[config.mk]
export PLATFORM = sky130hd
export DESIGN_NAME = upr_register_decode
export DESIGN_NICKNAME = d
export VERILOG_FILES = /design/src/core/upr_pkg.sv /design/src/core/upr_register_decode.sv
export SDC_FILE = /design/constraint.sdc
export NUM_CORES = 1
export LEC_CHECK = 0
export ABC_AREA = 1
export ABC_CLOCK_PERIOD_IN_PS = 4700
export BUFFER_PORTS_ARGS = -buffer_cell sky130_fd_sc_hd__buf_2
export CORE_ASPECT_RATIO = 1.25
export CORE_UTILIZATION = 23
export CTS_CLUSTER_DIAMETER = 100
export DETAILED_ROUTE_END_ITERATION = 10
export SYNTH_ARGS = -nofsm -noshare
export SYNTH_HDL_FRONTEND = slang
export SYNTH_SLANG_ARGS = --single-unit
[constraint.sdc]
create_clock -name clk -period 4.7 [get_ports clk]
set_input_delay 0.235 -clock clk [delete_from_list [all_inputs] [get_ports clk]]
set_output_delay 0.235 -clock clk [all_outputs]
set_load 0.02 [all_outputs]
[src/core/upr_pkg.sv]
// constants, page type and field layout for the paged register decode
// Functional notes
// - Three host address lines pick one of eight register locations per access.
// - Enhanced page is visible only while line format control holds 0xBF.
// - Location 000, divisor bit clear: read receive holding, write transmit holding.
// - Divisor bit set, not 0xBF: locations 000/001 are divisor low/high bytes.
// - Divisor page with both divisor bytes zero reads revision and identification codes.
// - Divisor bit clear: location 001 is the read/write interrupt mask.
// - Divisor bit clear: 010 reads interrupt source, writes queue control.
// - Location 011 always reaches line format control on every page.
// - Divisor bit clear: location 100 is read/write modem line control.
// - Divisor bit clear: 101 reads line state; writes extra feature when enabled.
// - Divisor bit clear: 110 reads modem line state; writes pulse width when enabled.
// - Divisor bit clear: location 111 is a scratch byte with no effect.
// - Enhanced page: 010 enhanced function, 100 to 111 resume and pause characters.
// - Extended bits act only with the enhanced enable bit set, else read zero; queue control drops them only at the write.
// - Enhanced enable bit unlocks upper bits of several registers and two registers.
package upr_pkg;

  localparam int ADDR_W = 3;
  localparam int DATA_W = 8;

  // register locations
  localparam logic [2:0] LOC_HOLD = 3'h0;
  localparam logic [2:0] LOC_MASK = 3'h1;
  localparam logic [2:0] LOC_SRC = 3'h2;
  localparam logic [2:0] LOC_LFC = 3'h3;
  localparam logic [2:0] LOC_MLC = 3'h4;
  localparam logic [2:0] LOC_LST = 3'h5;
  localparam logic [2:0] LOC_MST = 3'h6;
  localparam logic [2:0] LOC_SCR = 3'h7;

  // page selection
  localparam logic [7:0] ENH_PAGE_CODE = 8'hBF;
  localparam int DIV_EN_BIT = 7;
  localparam int ENH_EN_BIT = 4;

  // extended bit groups gated by the enhanced enable bit, and the extra feature bits that always read zero
  localparam logic [7:0] MASK_EXT_BITS = 8'hF0;
  localparam logic [7:0] SRC_EXT_BITS = 8'h30;
  localparam logic [7:0] QCTL_EXT_BITS = 8'h30;
  localparam logic [7:0] MLC_EXT_BITS = 8'hE0;
  localparam logic [7:0] MST_EXT_BITS = 8'hF0;
  localparam logic [7:0] EXTRA_RSVD_BITS = 8'hC0;

  localparam logic [7:0] REG_RESET = 8'h00;
  localparam logic [7:0] READ_NONE = 8'h00;

  typedef enum logic [1:0] {
    PAGE_BASE = 2'b00,
    PAGE_DIVISOR = 2'b01,
    PAGE_ENHANCED = 2'b10
  } upr_page_type;

endpackage

[src/core/upr_register_decode.sv]
// paged register file and access control for the host side of the uart
`timescale 1ns/1ns
module upr_register_decode #(
  parameter logic [7:0] REVISION_CODE = 8'h01, // arbitrary value
  parameter logic [7:0] IDENTIFICATION_CODE = 8'h5A // arbitrary value
) (
  input wire logic clk, // 125 MHz device clock
  input wire logic rst_n, // synchronous reset, active low
  input wire logic [2:0] addr, // register location
  input wire logic wr_stb, // one-cycle write strobe
  input wire logic rd_stb, // one-cycle read strobe
  input wire logic [7:0] wr_data, // host write byte
  output logic [7:0] rd_data, // read byte, registered
  output logic rd_valid, // rd_data valid pulse
  input wire logic [7:0] receive_holding, // head of receive path
  input wire logic [7:0] interrupt_source, // live interrupt source
  input wire logic [7:0] line_state, // live line state
  input wire logic [7:0] modem_line_state, // live modem line state
  output logic [7:0] transmit_holding, // byte for transmitter
  output logic tx_load, // transmit byte pulse
  output logic rx_pop, // receive holding consumed pulse
  output logic src_read, // interrupt source read pulse
  output logic lst_read, // line state read pulse
  output logic mst_read, // modem line state read pulse
  output logic [7:0] queue_control, // last queue control write
  output logic queue_control_load, // queue control pulse
  output logic [7:0] line_format_control, // line format control
  output logic [15:0] baud_divisor, // divisor high and low bytes
  output logic [7:0] interrupt_mask, // effective interrupt mask
  output logic [7:0] modem_line_control, // effective modem line control
  output logic [7:0] enhanced_function, // enhanced function
  output logic [7:0] resume_char_one, // first resume character
  output logic [7:0] resume_char_two, // second resume character
  output logic [7:0] pause_char_one, // first pause character
  output logic [7:0] pause_char_two, // second pause character
  output logic [7:0] extra_feature, // extra feature bits
  output logic [7:0] optical_pulse_width // optical pulse width
);

  ////////////////////////////////////////////////////////////////////////////
  // stored registers

  logic [7:0] lfc_r, div_low_r, div_high_r, mask_r, mlc_r, scratch_r;
  logic [7:0] enh_fn_r, resume1_r, resume2_r, pause1_r, pause2_r, extra_r, pulse_w_r;
  logic [7:0] qctl_r, tx_byte_r, rd_data_r;
  logic qctl_load_r, tx_load_r, rd_valid_r, rx_pop_r, src_read_r, lst_read_r, mst_read_r;

  upr_pkg::upr_page_type page;
  logic enh_on;
  logic div_zero;

  // write selects
  logic wr_tx, wr_div_low, wr_div_high, wr_mask, wr_qctl, wr_lfc, wr_mlc, wr_extra;
  logic wr_pulse_w, wr_scr, wr_enh_fn, wr_resume1, wr_resume2, wr_pause1, wr_pause2;

  logic [7:0] rd_nxt;
  logic rx_pop_nxt, src_read_nxt, lst_read_nxt, mst_read_nxt;

  // clears extended bits unless the enhanced enable bit is set
  function automatic logic [7:0] gate_ext(input logic en, input logic [7:0] v,
                                          input logic [7:0] m);
    return en ? v : (v & ~m);
  endfunction

  ////////////////////////////////////////////////////////////////////////////
  // page selection

  always_comb begin
    if (lfc_r == upr_pkg::ENH_PAGE_CODE) begin
      page = upr_pkg::PAGE_ENHANCED;
    end else if (lfc_r[upr_pkg::DIV_EN_BIT]) begin
      page = upr_pkg::PAGE_DIVISOR;
    end else begin
      page = upr_pkg::PAGE_BASE;
    end
  end

  assign enh_on = enh_fn_r[upr_pkg::ENH_EN_BIT];
  assign div_zero = (div_low_r == 8'h00) && (div_high_r == 8'h00);

  ////////////////////////////////////////////////////////////////////////////
  // write decode

  always_comb begin
    wr_tx = 1'b0;
    wr_div_low = 1'b0;
    wr_div_high = 1'b0;
    wr_mask = 1'b0;
    wr_qctl = 1'b0;
    wr_lfc = 1'b0;
    wr_mlc = 1'b0;
    wr_extra = 1'b0;
    wr_pulse_w = 1'b0;
    wr_scr = 1'b0;
    wr_enh_fn = 1'b0;
    wr_resume1 = 1'b0;
    wr_resume2 = 1'b0;
    wr_pause1 = 1'b0;
    wr_pause2 = 1'b0;
    if (wr_stb) begin
      if (addr == upr_pkg::LOC_LFC) begin
        wr_lfc = 1'b1;
      end else begin
        // locations not listed for a page drop the write
        case (page)
          upr_pkg::PAGE_BASE: begin
            wr_tx = (addr == upr_pkg::LOC_HOLD);
            wr_mask = (addr == upr_pkg::LOC_MASK);
            wr_qctl = (addr == upr_pkg::LOC_SRC);
            wr_mlc = (addr == upr_pkg::LOC_MLC);
            wr_extra = (addr == upr_pkg::LOC_LST) && enh_on;
            wr_pulse_w = (addr == upr_pkg::LOC_MST) && enh_on;
            wr_scr = (addr == upr_pkg::LOC_SCR);
          end
          upr_pkg::PAGE_DIVISOR: begin
            wr_div_low = (addr == upr_pkg::LOC_HOLD);
            wr_div_high = (addr == upr_pkg::LOC_MASK);
          end
          upr_pkg::PAGE_ENHANCED: begin
            wr_enh_fn = (addr == upr_pkg::LOC_SRC);
            wr_resume1 = (addr == upr_pkg::LOC_MLC);
            wr_resume2 = (addr == upr_pkg::LOC_LST);
            wr_pause1 = (addr == upr_pkg::LOC_MST);
            wr_pause2 = (addr == upr_pkg::LOC_SCR);
          end
          default: wr_scr = 1'b0;
        endcase
      end
    end
  end

  ////////////////////////////////////////////////////////////////////////////
  // register storage

  always_ff @(posedge clk) begin
    if (!rst_n) begin
      lfc_r <= upr_pkg::REG_RESET;
    end else if (wr_lfc) begin
      lfc_r <= wr_data;
    end
  end

  always_ff @(posedge clk) begin
    if (!rst_n) begin
      div_low_r <= upr_pkg::REG_RESET;
      div_high_r <= upr_pkg::REG_RESET;
    end else begin
      if (wr_div_low) begin
        div_low_r <= wr_data;
      end
      if (wr_div_high) begin
        div_high_r <= wr_data;
      end
    end
  end

  // extended bits are dropped at the write so that later enabling
  // cannot revive stale values
  always_ff @(posedge clk) begin
    if (!rst_n) begin
      mask_r <= upr_pkg::REG_RESET;
      mlc_r <= upr_pkg::REG_RESET;
      scratch_r <= upr_pkg::REG_RESET;
    end else begin
      if (wr_mask) begin
        mask_r <= gate_ext(enh_on, wr_data, upr_pkg::MASK_EXT_BITS);
      end
      if (wr_mlc) begin
        mlc_r <= gate_ext(enh_on, wr_data, upr_pkg::MLC_EXT_BITS);
      end
      if (wr_scr) begin
        scratch_r <= wr_data;
      end
    end
  end

  always_ff @(posedge clk) begin
    if (!rst_n) begin
      enh_fn_r <= upr_pkg::REG_RESET;
      resume1_r <= upr_pkg::REG_RESET;
      resume2_r <= upr_pkg::REG_RESET;
      pause1_r <= upr_pkg::REG_RESET;
      pause2_r <= upr_pkg::REG_RESET;
    end else begin
      if (wr_enh_fn) begin
        enh_fn_r <= wr_data;
      end
      if (wr_resume1) begin
        resume1_r <= wr_data;
      end
      if (wr_resume2) begin
        resume2_r <= wr_data;
      end
      if (wr_pause1) begin
        pause1_r <= wr_data;
      end
      if (wr_pause2) begin
        pause2_r <= wr_data;
      end
    end
  end

  always_ff @(posedge clk) begin
    if (!rst_n) begin
      extra_r <= upr_pkg::REG_RESET;
      pulse_w_r <= upr_pkg::REG_RESET;
    end else begin
      if (wr_extra) begin
        extra_r <= wr_data & ~upr_pkg::EXTRA_RSVD_BITS;
      end
      if (wr_pulse_w) begin
        pulse_w_r <= wr_data;
      end
    end
  end

  // write-only registers handed to the datapath with a one-cycle pulse
  always_ff @(posedge clk) begin
    if (!rst_n) begin
      tx_byte_r <= upr_pkg::REG_RESET;
      tx_load_r <= 1'b0;
      qctl_r <= upr_pkg::REG_RESET;
      qctl_load_r <= 1'b0;
    end else begin
      tx_load_r <= wr_tx;
      qctl_load_r <= wr_qctl;
      if (wr_tx) begin
        tx_byte_r <= wr_data;
      end
      if (wr_qctl) begin
        qctl_r <= gate_ext(enh_on, wr_data, upr_pkg::QCTL_EXT_BITS);
      end
    end
  end

  ////////////////////////////////////////////////////////////////////////////
  // read path

  always_comb begin
    rd_nxt = upr_pkg::READ_NONE;
    rx_pop_nxt = 1'b0;
    src_read_nxt = 1'b0;
    lst_read_nxt = 1'b0;
    mst_read_nxt = 1'b0;
    if (addr == upr_pkg::LOC_LFC) begin
      rd_nxt = lfc_r;
    end else begin
      case (page)
        upr_pkg::PAGE_BASE: begin
          case (addr)
            upr_pkg::LOC_HOLD: begin
              rd_nxt = receive_holding;
              rx_pop_nxt = 1'b1;
            end
            upr_pkg::LOC_MASK: rd_nxt = interrupt_mask;
            upr_pkg::LOC_SRC: begin
              rd_nxt = gate_ext(enh_on, interrupt_source, upr_pkg::SRC_EXT_BITS);
              src_read_nxt = 1'b1;
            end
            upr_pkg::LOC_MLC: rd_nxt = modem_line_control;
            upr_pkg::LOC_LST: begin
              rd_nxt = line_state;
              lst_read_nxt = 1'b1;
            end
            upr_pkg::LOC_MST: begin
              rd_nxt = gate_ext(enh_on, modem_line_state, upr_pkg::MST_EXT_BITS);
              mst_read_nxt = 1'b1;
            end
            upr_pkg::LOC_SCR: rd_nxt = scratch_r;
            default: rd_nxt = upr_pkg::READ_NONE;
          endcase
        end
        upr_pkg::PAGE_DIVISOR: begin
          if (addr == upr_pkg::LOC_HOLD) begin
            rd_nxt = div_zero ? REVISION_CODE : div_low_r;
          end else if (addr == upr_pkg::LOC_MASK) begin
            rd_nxt = div_zero ? IDENTIFICATION_CODE : div_high_r;
          end
        end
        upr_pkg::PAGE_ENHANCED: begin
          case (addr)
            upr_pkg::LOC_SRC: rd_nxt = enh_fn_r;
            upr_pkg::LOC_MLC: rd_nxt = resume1_r;
            upr_pkg::LOC_LST: rd_nxt = resume2_r;
            upr_pkg::LOC_MST: rd_nxt = pause1_r;
            upr_pkg::LOC_SCR: rd_nxt = pause2_r;
            default: rd_nxt = upr_pkg::READ_NONE;
          endcase
        end
        default: rd_nxt = upr_pkg::READ_NONE;
      endcase
    end
  end

  // side-effect pulses line up with the data they belong to
  always_ff @(posedge clk) begin
    if (!rst_n) begin
      rd_data_r <= upr_pkg::READ_NONE;
      rd_valid_r <= 1'b0;
      rx_pop_r <= 1'b0;
      src_read_r <= 1'b0;
      lst_read_r <= 1'b0;
      mst_read_r <= 1'b0;
    end else begin
      rd_valid_r <= rd_stb;
      rx_pop_r <= rd_stb && rx_pop_nxt;
      src_read_r <= rd_stb && src_read_nxt;
      lst_read_r <= rd_stb && lst_read_nxt;
      mst_read_r <= rd_stb && mst_read_nxt;
      if (rd_stb) begin
        rd_data_r <= rd_nxt;
      end
    end
  end

  ////////////////////////////////////////////////////////////////////////////
  // outputs

  assign rd_data = rd_data_r;
  assign rd_valid = rd_valid_r;
  assign transmit_holding = tx_byte_r;
  assign tx_load = tx_load_r;
  assign rx_pop = rx_pop_r;
  assign src_read = src_read_r;
  assign lst_read = lst_read_r;
  assign mst_read = mst_read_r;
  assign queue_control = qctl_r;
  assign queue_control_load = qctl_load_r;
  assign line_format_control = lfc_r;
  assign baud_divisor = {div_high_r, div_low_r};
  assign interrupt_mask = gate_ext(enh_on, mask_r, upr_pkg::MASK_EXT_BITS);
  assign modem_line_control = gate_ext(enh_on, mlc_r, upr_pkg::MLC_EXT_BITS);
  assign enhanced_function = enh_fn_r;
  assign resume_char_one = resume1_r;
  assign resume_char_two = resume2_r;
  assign pause_char_one = pause1_r;
  assign pause_char_two = pause2_r;
  // the two registers only act while unlocked
  assign extra_feature = enh_on ? extra_r : upr_pkg::REG_RESET;
  assign optical_pulse_width = enh_on ? pulse_w_r : upr_pkg::REG_RESET;

  ////////////////////////////////////////////////////////////////////////////
  // checks

  read_answer_a: assert property (@(posedge clk) disable iff (!rst_n)
    rd_stb |=> rd_valid ##1 !rd_valid || $past(rd_stb))
    else $error("read strobe not answered in one cycle");
  enh_lock_a: assert property (@(posedge clk) disable iff (!rst_n)
    (wr_stb && addr == upr_pkg::LOC_SRC && lfc_r != upr_pkg::ENH_PAGE_CODE)
    |=> enhanced_function == $past(enhanced_function))
    else $error("enhanced function changed outside its page");
  tx_load_a: assert property (@(posedge clk) disable iff (!rst_n)
    (wr_stb && addr == upr_pkg::LOC_HOLD && !lfc_r[upr_pkg::DIV_EN_BIT])
    |=> tx_load && transmit_holding == $past(wr_data))
    else $error("transmit holding not loaded");
  div_write_a: assert property (@(posedge clk) disable iff (!rst_n)
    (wr_stb && addr == upr_pkg::LOC_MASK && page == upr_pkg::PAGE_DIVISOR)
    |=> baud_divisor[15:8] == $past(wr_data) && !tx_load)
    else $error("divisor high byte not written");
  rev_read_a: assert property (@(posedge clk) disable iff (!rst_n)
    (rd_stb && addr == upr_pkg::LOC_HOLD && page == upr_pkg::PAGE_DIVISOR
     && baud_divisor == 16'h0000) |=> rd_data == REVISION_CODE && !rx_pop)
    else $error("revision code not returned");
  mask_write_a: assert property (@(posedge clk) disable iff (!rst_n)
    (wr_stb && addr == upr_pkg::LOC_MASK && page == upr_pkg::PAGE_BASE && enh_on)
    |=> interrupt_mask == $past(wr_data))
    else $error("interrupt mask not written");
  src_read_a: assert property (@(posedge clk) disable iff (!rst_n)
    (rd_stb && addr == upr_pkg::LOC_SRC && page == upr_pkg::PAGE_BASE)
    |=> src_read && ((rd_data ^ $past(interrupt_source)) & ~upr_pkg::SRC_EXT_BITS) == 8'h00)
    else $error("interrupt source read wrong");
  lfc_any_page_a: assert property (@(posedge clk) disable iff (!rst_n)
    (wr_stb && addr == upr_pkg::LOC_LFC) |=> line_format_control == $past(wr_data))
    else $error("line format control not written");
  extra_write_a: assert property (@(posedge clk) disable iff (!rst_n)
    (wr_stb && addr == upr_pkg::LOC_LST && page == upr_pkg::PAGE_BASE && enh_on)
    |=> extra_feature == ($past(wr_data) & ~upr_pkg::EXTRA_RSVD_BITS))
    else $error("extra feature write wrong");
  scratch_echo_a: assert property (@(posedge clk) disable iff (!rst_n)
    (wr_stb && addr == upr_pkg::LOC_SCR && page == upr_pkg::PAGE_BASE) ##1 !wr_stb
    ##1 (rd_stb && addr == upr_pkg::LOC_SCR && page == upr_pkg::PAGE_BASE && !wr_stb)
    |=> rd_data == $past(wr_data, 3))
    else $error("scratch byte not kept");
  ext_gate_a: assert property (@(posedge clk) disable iff (!rst_n)
    !enh_on |-> interrupt_mask[7:4] == 4'h0 && modem_line_control[7:5] == 3'h0)
    else $error("extended bits visible while locked");
  ro_write_a: assert property (@(posedge clk) disable iff (!rst_n)
    (wr_stb && addr == upr_pkg::LOC_MST && page == upr_pkg::PAGE_BASE && !enh_on)
    |=> $stable(optical_pulse_width) && $stable(scratch_r))
    else $error("read-only location accepted a write");

endmodule

## Yosys cells after proc, flatten, opt, wreduce, memory -nomap -nowiden

Index checks and enable logic that the tools add are counted.

- Register bits after elaboration: 133
- Input port bits: 47
- Output and inout bits: 127
- Word-level logic and storage cells: 119

- Eq/ne operators: 10
- Mux-type cells: 75
- Reductions and logical operators: 11

Operators by type and width:

| cell | number |
|---|---|
| $mux 8 | 11 |
| $mux 1 | 57 |
| $pmux 8 s7 | 1 |
| $pmux 8 s5 | 1 |
| $pmux 8 s3 | 1 |
| $mux 6 | 3 |
| $logic_not 8->1 | 2 |
| $eq 3x3->1 const B | 4 |
| $eq 8x8->1 const B | 1 |
| $logic_and 1x1->1 | 7 |
| $eq 3x2->1 const B | 2 |
| $eq 3x1->1 const B | 1 |
| $logic_not 3->1 | 1 |
| $eq 2x1->1 const B | 1 |
| $eq 2x2->1 const B | 1 |
| $logic_not 2->1 | 1 |
| $mux 2 | 1 |

## Depth between registers and ports, before layout

Gate-level depths: netlist of run 1.

- Depth in word-level cells: 7
- Mapped depth: 12
- Gate-level depth less buffers: 11

## Worst setup path before layout of run 1

OpenSTA, ideal clock, no wires.

- Kind: register -> output
- From: register enh_fn_r[4] (netlist: enhanced_function[4])
- To: output optical_pulse_width[4]
- Arrival time: 1664 ps
- Required time: 4465 ps
- Path slack: 2801 ps
- Stages on the path, launching flop included: 7
- Path buffers: 4
- Path through: dfxtp_1 -> clkbuf_1 -> buf_2 -> buf_1 -> buf_1 -> nand2_1 -> inv_1

- Cells in the longest elaborated chain, start to end: 1

Ends and longest elaborated chain:

| item | line | RTL |
|---|---|---|
| start, declared | upr_register_decode.sv:44 | `logic [7:0] enh_fn_r, resume1_r, resume2_r, pause1_r, pause2_r, extra_r, pulse_w_r;` |
| start signal, assigned | upr_register_decode.sv:179 | `enh_fn_r <= upr_pkg::REG_RESET;` |
| start signal, assigned | upr_register_decode.sv:186 | `enh_fn_r <= wr_data;` |
| $mux 8 | upr_register_decode.sv:340 | `assign optical_pulse_width = enh_on ? pulse_w_r : upr_pkg::REG_RESET;` |
| end, declared | upr_register_decode.sv:37 | `output logic [7:0] optical_pulse_width` |

Every way passes these cells.

## Final worst setup path of run 1

- From: input addr[0]
- To: register div_low_r[1]

- Cells in the longest elaborated chain, start to end: 4
- Elaborated cells between the ends (all ways): 5
- Classes of those cells: 1 x eq/ne; 3 x mux; 1 x reduce/logical

Ends and longest elaborated chain:

| item | line | RTL |
|---|---|---|
| start, declared | upr_register_decode.sv:9 | `input wire logic [2:0] addr,` |
| $logic_not 3->1 | upr_register_decode.sv:116 | `wr_div_low = (addr == upr_pkg::LOC_HOLD);` |
| $mux 1 | upr_register_decode.sv:105 | `case (page)` |
| $mux 1 * | upr_register_decode.sv:101 | `if (addr == upr_pkg::LOC_LFC) begin` |
| $mux 1 * | upr_register_decode.sv:100 | `if (wr_stb) begin` |
| end signal, assigned | upr_register_decode.sv:145 | `div_low_r <= upr_pkg::REG_RESET;` |
| end signal, assigned | upr_register_decode.sv:149 | `div_low_r <= wr_data;` |
| end, declared | upr_register_decode.sv:43 | `logic [7:0] lfc_r, div_low_r, div_high_r, mask_r, mlc_r, scratch_r;` |

Every way passes the cells marked *; elsewhere a longest branch is shown, timed or not.
A chain may end at the register's enable or synchronous reset.

==> results.sh, run 1 <==
export IMPL_status="complete, no violations"
export IMPL_async_flop_share=0
export IMPL_cap_violations=0
export IMPL_cts_tree="done"
export IMPL_final_antenna_net_count=0
export IMPL_grt_pass1_vias=5986
export IMPL_die_y_um=183.6
export IMPL_clockRootBuffer="clkbuf_16"
export IMPL_rsz0062_at_grt="no"
export IMPL_rows=66
export IMPL_ys_seq_elements=133
export IMPL_vias=6511
export IMPL_numCtsBuffers=17
export IMPL_syn_inst=920
export IMPL_place_congestion=0.8872
export IMPL_grt_max_degree=75
export IMPL_seq_area_frac_synth=0.4389
export IMPL_netlist_area_um2=6067
export IMPL_vias_per_cell=4.614
export IMPL_synth_edf_count=0
export IMPL_ctsHoldBuffers=0
export IMPL_cp_max_fo=16
export IMPL_hpwlAfterDp_mm=18.12
export IMPL_start_kind="primary input"
export IMPL_yosysTopAreaCell="dfxtp_1"
export IMPL_fmax_mhz=419.7
export IMPL_portBuffers=171
export IMPL_first_pass_iters=5
export IMPL_period_needed_ns=2.383
export IMPL_initial_utilization=0.2340
export IMPL_antenna_found_initial=0
export IMPL_diodes=0
export IMPL_grt_pass1_wl_mm=36.78
export IMPL_yosys_area_top_type_share=0.4389
export IMPL_ctsResizeCount=0
export IMPL_cts_setup_buffers=0
export IMPL_cts_sinks=133
export IMPL_clkTransAtPathRegs_ns=0.06
export IMPL_grt_ovfl_total=0
export IMPL_hp_class="primary input to register"
export IMPL_drc=0
export IMPL_die_area_um2=27040
export IMPL_final_period_utilization=0.5070
export IMPL_die_w_um=147.3
export IMPL_max_vdd_ir_drop_uv=197.1
export IMPL_area_growth_pct=26.42
export IMPL_synth_area_leaders="dfxtp_1 44%, nor2_1 13%, o21ai_0 11%"
export IMPL_clock_latency_ns=0.42
export IMPL_setup_tns_ns=0
export IMPL_setup_viol=0
export IMPL_htreeDepth=4
export IMPL_holdWs_ns=0.1022
export IMPL_drive_gt1_frac=0.2035
export IMPL_nets=1105
export IMPL_tightestPinTransition_ns=1.129
export IMPL_ioPinCount=174
export IMPL_critPathCaptureType="register"
export IMPL_skew_ns=0.009214
export IMPL_yosys_warnings=0
export IMPL_slew_limit_headroom=0.2445
export IMPL_pwr_density_cell_nw_per_um2=347.4
export IMPL_core_region_area_um2=25930
export IMPL_cp_required_ns=4.98
export IMPL_worstSetupPathType="primary input to register"
export IMPL_hold_violations=0
export IMPL_routed_wl_mm=24.98
export IMPL_drt_iter0_drc=514
export IMPL_synth_cell_types=21
export IMPL_synth_main_ff_cell="dfxtp_1"
export IMPL_arrival_ns=2.67
export IMPL_synth_avg_cell_area_um2=6.595
export IMPL_drv_slew=0
export IMPL_grt_total_usage=0.1841
export IMPL_wl_per_cell_um=17.71
export IMPL_cts_max_path_buffers=2
export IMPL_leakage_nw=3.776
-- worst paths after layout --
path | from | to | slack [ns] | cells after the start
hold / removal | rd_stb | rd_valid | 0.10 | 3
hold reg to reg | rd_data[0] | rd_data[0] | 0.46 | 2
setup reg to reg | line_format_control[7] | resume_char_two[3] | 2.38 | 9
setup / recovery | addr[0] | div_low_r[1] | 2.32 | 7
-- power breakdown --
group | switching, W | internal (W) | leakage [nW]
Combinational | 0.000160 | 0.0000549 | 2.44
Clock | 0.000541 | 0.000748 | 0.264
Sequential | 0.0000130 | 0.00115 | 1.08
-- logic make-up (layout without fill, tap and decap cells) --
group           Yosys count  in the layout  synth area share
buf+inv                 141            291           0.09734
flops                   133            133            0.4389
other cells               1              2         0.0006181
compound gates          206            206            0.1708
simple gates            439            439            0.2924
-- final cells by class --
type,instances,area (um2)
inverters,85,319.1
clock buffers,19,442.9
well taps,340,425.4
fillers,2901,18260
repair buffers,174,878.3
clock inverters,13,123.9
multi-input cells,647,2818
flip-flops and latches,133,2663
-- cells in the mapped netlist (2+ instances only) --
| library cell | instances |
|---|---|
| nor2_1 | 207 |
| nand2_1 | 167 |
| dfxtp_1 | 133 |
| o21ai_0 | 131 |
| inv_1 | 77 |
| a21oi_1 | 70 |
| nand3_1 | 40 |
| clkbuf_1 | 31 |
| nand4_1 | 14 |
| buf_4 | 13 |
| buf_2 | 10 |
| nor2_2 | 7 |
| clkinv_1 | 5 |
| o22ai_1 | 4 |
| inv_2 | 3 |
| buf_1 | 2 |
| nor3_2 | 2 |
-- layout by cell type (no fill, tap or decap), types with 2 or more instances in the layout --
master,n
clkbuf_16,17
buf_4,3
nand3_1,40
nor2_1,207
nor2_2,7
inv_6,3
clkinv_2,2
nor3_2,2
inv_1,77
o21ai_0,131
inv_2,3
a21oi_1,70
conb_1,2
o22ai_1,4
clkinvlp_4,5
clkinv_1,5
buf_2,171
nand2_1,167
dfxtp_1,133
nand4_1,14
-- state kept, by name, indices dropped and copies added, names as in the netlist, 8 cells and up --
signal,count
div_high_r,8
div_low_r,8
enhanced_function,8
line_format_control,8
mask_r,8
mlc_r,8
pause_char_one,8
pause_char_two,8
pulse_w_r,8
queue_control,8
rd_data,8
resume_char_one,8
resume_char_two,8
scratch_r,8
transmit_holding,8
-- worst max-delay path: stages --
cell and delay [ns]:
buf_2 0.19, nor2_1 0.59, nand2_1 0.55, clkinv_1 0.32, nand3_1 0.41, o21ai_0 0.30
a21oi_1 0.06
-- through the flow --
step | power [W] | util | area, um2 | instances | worst slack [ns]
finish | 0.002665 | 0.2958 | 7670 | 1411 | 2.317
global route | 0.002756 | 0.2958 | 7670 | 1411 | 2.038
CTS | 0.002679 | 0.2958 | 7670 | 1411 | 2.341
detailed placement | 0.001398 | 0.2739 | 7103 | 1379 | 1.904
global placement | 0.001397 | 0.2739 | 7103 | 1379 | 1.963
floorplan | 0.001310 | - | 6071 | 921 | 2.801
-- per-layer routing --
metal | share of wire | track usage | vias to the layer above
li1 | - | - | 3208
met1 | 0.43 | 0.2387 | 2995
met4 | 0.034 | 0.08577 | 0
met5 | 0 | 0 | -
met2 | 0.47 | 0.2915 | 261
met3 | 0.068 | 0.03747 | 47
(Power assumes the default switching activity.)
==> inputs of run 2 (changes only) <==
Settings changed: ABC_CLOCK_PERIOD_IN_PS 4700 to 2400.
Clock period 4.7 ns to 2.4 ns, I/O delays scaled along.
==> results.sh, run 2 (synthesized netlist as in run 1, its figures left out) <==
export IMPL_max_vdd_ir_drop_uv=400.9
export IMPL_mostFrequentLayoutCells="206 x nor2_1, 171 x buf_2, 167 x nand2_1, 133 x dfxtp_1, 131 x o21ai_0"
export IMPL_clkPwrFrac=0.494
export IMPL_drive_gt1_frac=0.2151
export IMPL_top_usage_layer="met2"
export IMPL_hold_violations=0
export IMPL_placedInstanceArea_um2=7223
export IMPL_cts_max_path_buffers=2
export IMPL_die_y_um=183.6
export IMPL_intPower_w=0.003988
export IMPL_area_growth_pct=29.08
export IMPL_nets=1122
export IMPL_grt_ovfl_total=0
export IMPL_cts_sinks=133
export IMPL_grt_pass1_wl_mm=36.96
export IMPL_p_sw_w=0.001362
export IMPL_switching_share=0.2547
export IMPL_rows=66
export IMPL_cts_tree="done"
export IMPL_slowest_stage="dfxtp_1"
export IMPL_crit_chain="nand2_1 > nor2_1 > nand2_1 > nor2_2 > inv_1 > nor2_2 > inv_1 > nor2_1 > nor2_1"
export IMPL_initial_utilization=0.2340
export IMPL_drc=0
export IMPL_die_w_um=147.3
export IMPL_register_area_um2=2663
export IMPL_grt_pass1_vias=6170
export IMPL_critPathCaptureType="register"
export IMPL_pwr_density_cell_nw_per_um2=683.2
export IMPL_skew_ns=0.01165
export IMPL_grt_max_degree=45
export IMPL_clockRootBuffer="clkbuf_16"
export IMPL_hp_class="primary input to register"
export IMPL_cap_violations=0
export IMPL_clock_latency_ns=0.43
export IMPL_portBuffers=171
export IMPL_n_fill_cell=2853
export IMPL_final_antenna_net_count=0
export IMPL_crit_top_cell="nor2_1"
export IMPL_met2_usage=0.2979
export IMPL_leakage_nw=3.886
export IMPL_fin_util=0.3020
export IMPL_place_congestion=0.9324
export IMPL_drv_slew=0
export IMPL_core_region_area_um2=25930
export IMPL_setup_tns_ns=0
export IMPL_slowest_delay_ns=0.51
export IMPL_whs_path_depth=3
export IMPL_seqPwrFrac=0.425
export IMPL_grt_total_usage=0.1841
export IMPL_antenna_found_initial=0
export IMPL_period_needed_ns=2.142
export IMPL_grtUsageMet1=0.2255
export IMPL_wl_per_cell_um=17.49
export IMPL_start_kind="register"
export IMPL_first_pass_iters=5
export IMPL_p_comb_frac=0.081
export IMPL_setup_viol=0
export IMPL_multi_input_area_um2=2820
export IMPL_final_period_utilization=0.8927
export IMPL_rsz0062_at_grt="no"
export IMPL_ioPinCount=174
export IMPL_finalInstanceArea_um2=7831
export IMPL_worstSetupPathType="register to register"
export IMPL_fmax_mhz=466.8
export IMPL_slew_limit_headroom=0.5983
export IMPL_die_area_um2=27040
export IMPL_r2r_cells=9
export IMPL_met3_usage=0.04988
export IMPL_diodes=0
export IMPL_final_common_cell="nor2_1"
export IMPL_tightestPinTransition_ns=0.6020
export IMPL_arrival_ns=2.46
export IMPL_cp_max_fo=9
export IMPL_status="complete, no violations"
export IMPL_cp_required_ns=2.72
export IMPL_htreeDepth=4
export IMPL_drt_iter0_drc=598
export IMPL_numCtsBuffers=17
export IMPL_vias=6605
export IMPL_clkTransAtPathRegs_ns=0.06
export IMPL_hpwlAfterDp_mm=18.54
export IMPL_vias_per_cell=4.625
export IMPL_routed_wl_mm=24.98
run 2: cell count changes in the layout (fill, tap and decap cells not counted), moves of 2 or more:
| cell | change |
|---|---|
| buf_4 | +16 |
| clkinvlp_4 | -4 |
| clkbuf_8 | +2 |
| clkinv_4 | +2 |
run 2: what timing repair did:
action / 4_1_cts / 5_1_grt
endpoints found under the setup margin: 0 / 26
hold endpoints to repair: 1 / 0
resized for setup: 0 / 1
buffers inserted: 0 / 0
hold buffers: 1 / 0
run 2: worst paths after layout:
path / slack [ns] / endpoint / start
min: 0.17 / line_format_control[2] / rst_n
max reg2reg: 0.26 / pause_char_one[4] / line_format_control[7]
min reg2reg: 0.46 / scratch_r[7] / scratch_r[7]
max: 0.26 / pause_char_one[4] / line_format_control[7]
run 2: worst max-delay path, delay by kind of cell, from the launching register on:
kind	cells	cell delay [ns]
buffers and inverters	2	0.41
and+or+nand+nor	7	1.14
DFF	1	0.51
run 2: per-stage QoR:
step           power [W]  setup WS (ns)  std cells  hold WS (ns)
2_1_floorplan   0.002565         0.6155        921        0.2315
3_3_place_gp    0.002750         0.1980       1395        0.4157
3_5_place_dp    0.002750         0.2165       1395        0.4172
4_1_cts         0.005398         0.1976       1428        0.1415
5_1_grt         0.005527       0.005484       1428        0.1658
6_report        0.005350         0.2575       1428        0.1694
run 2: power by group through the flow:
stage	clock [W]	sequential (W)	combinational, W
6_report	0.00264	0.00227	0.000434
5_1_grt	0.00278	0.00228	0.000470
4_1_cts	0.00269	0.00227	0.000431
3_5_place_dp	0	0.00232	0.000428
3_3_place_gp	0	0.00232	0.000428
2_1_floorplan	0	0.00235	0.000220
run 2: metal layers:
layer / wire, um / part of all wire / vias to the layer above
li1: - / - / 3242
met1: 10470 / 0.42 / 3019
met2: 11530 / 0.46 / 290
met3: 2070 / 0.083 / 54
met4: 914 / 0.037 / 0
met5: 0 / 0 / -
run 2: cell type report:
type | instances | area share
Clock inverter | 10 | 0.01550
Sequential cell | 133 | 0.3400
Tap cell | 340 | 0.05432
Timing Repair Buffer | 191 | 0.1288
Clock buffer | 22 | 0.06055
Multi-Input combinational cell | 647 | 0.3601
Inverter | 85 | 0.04074
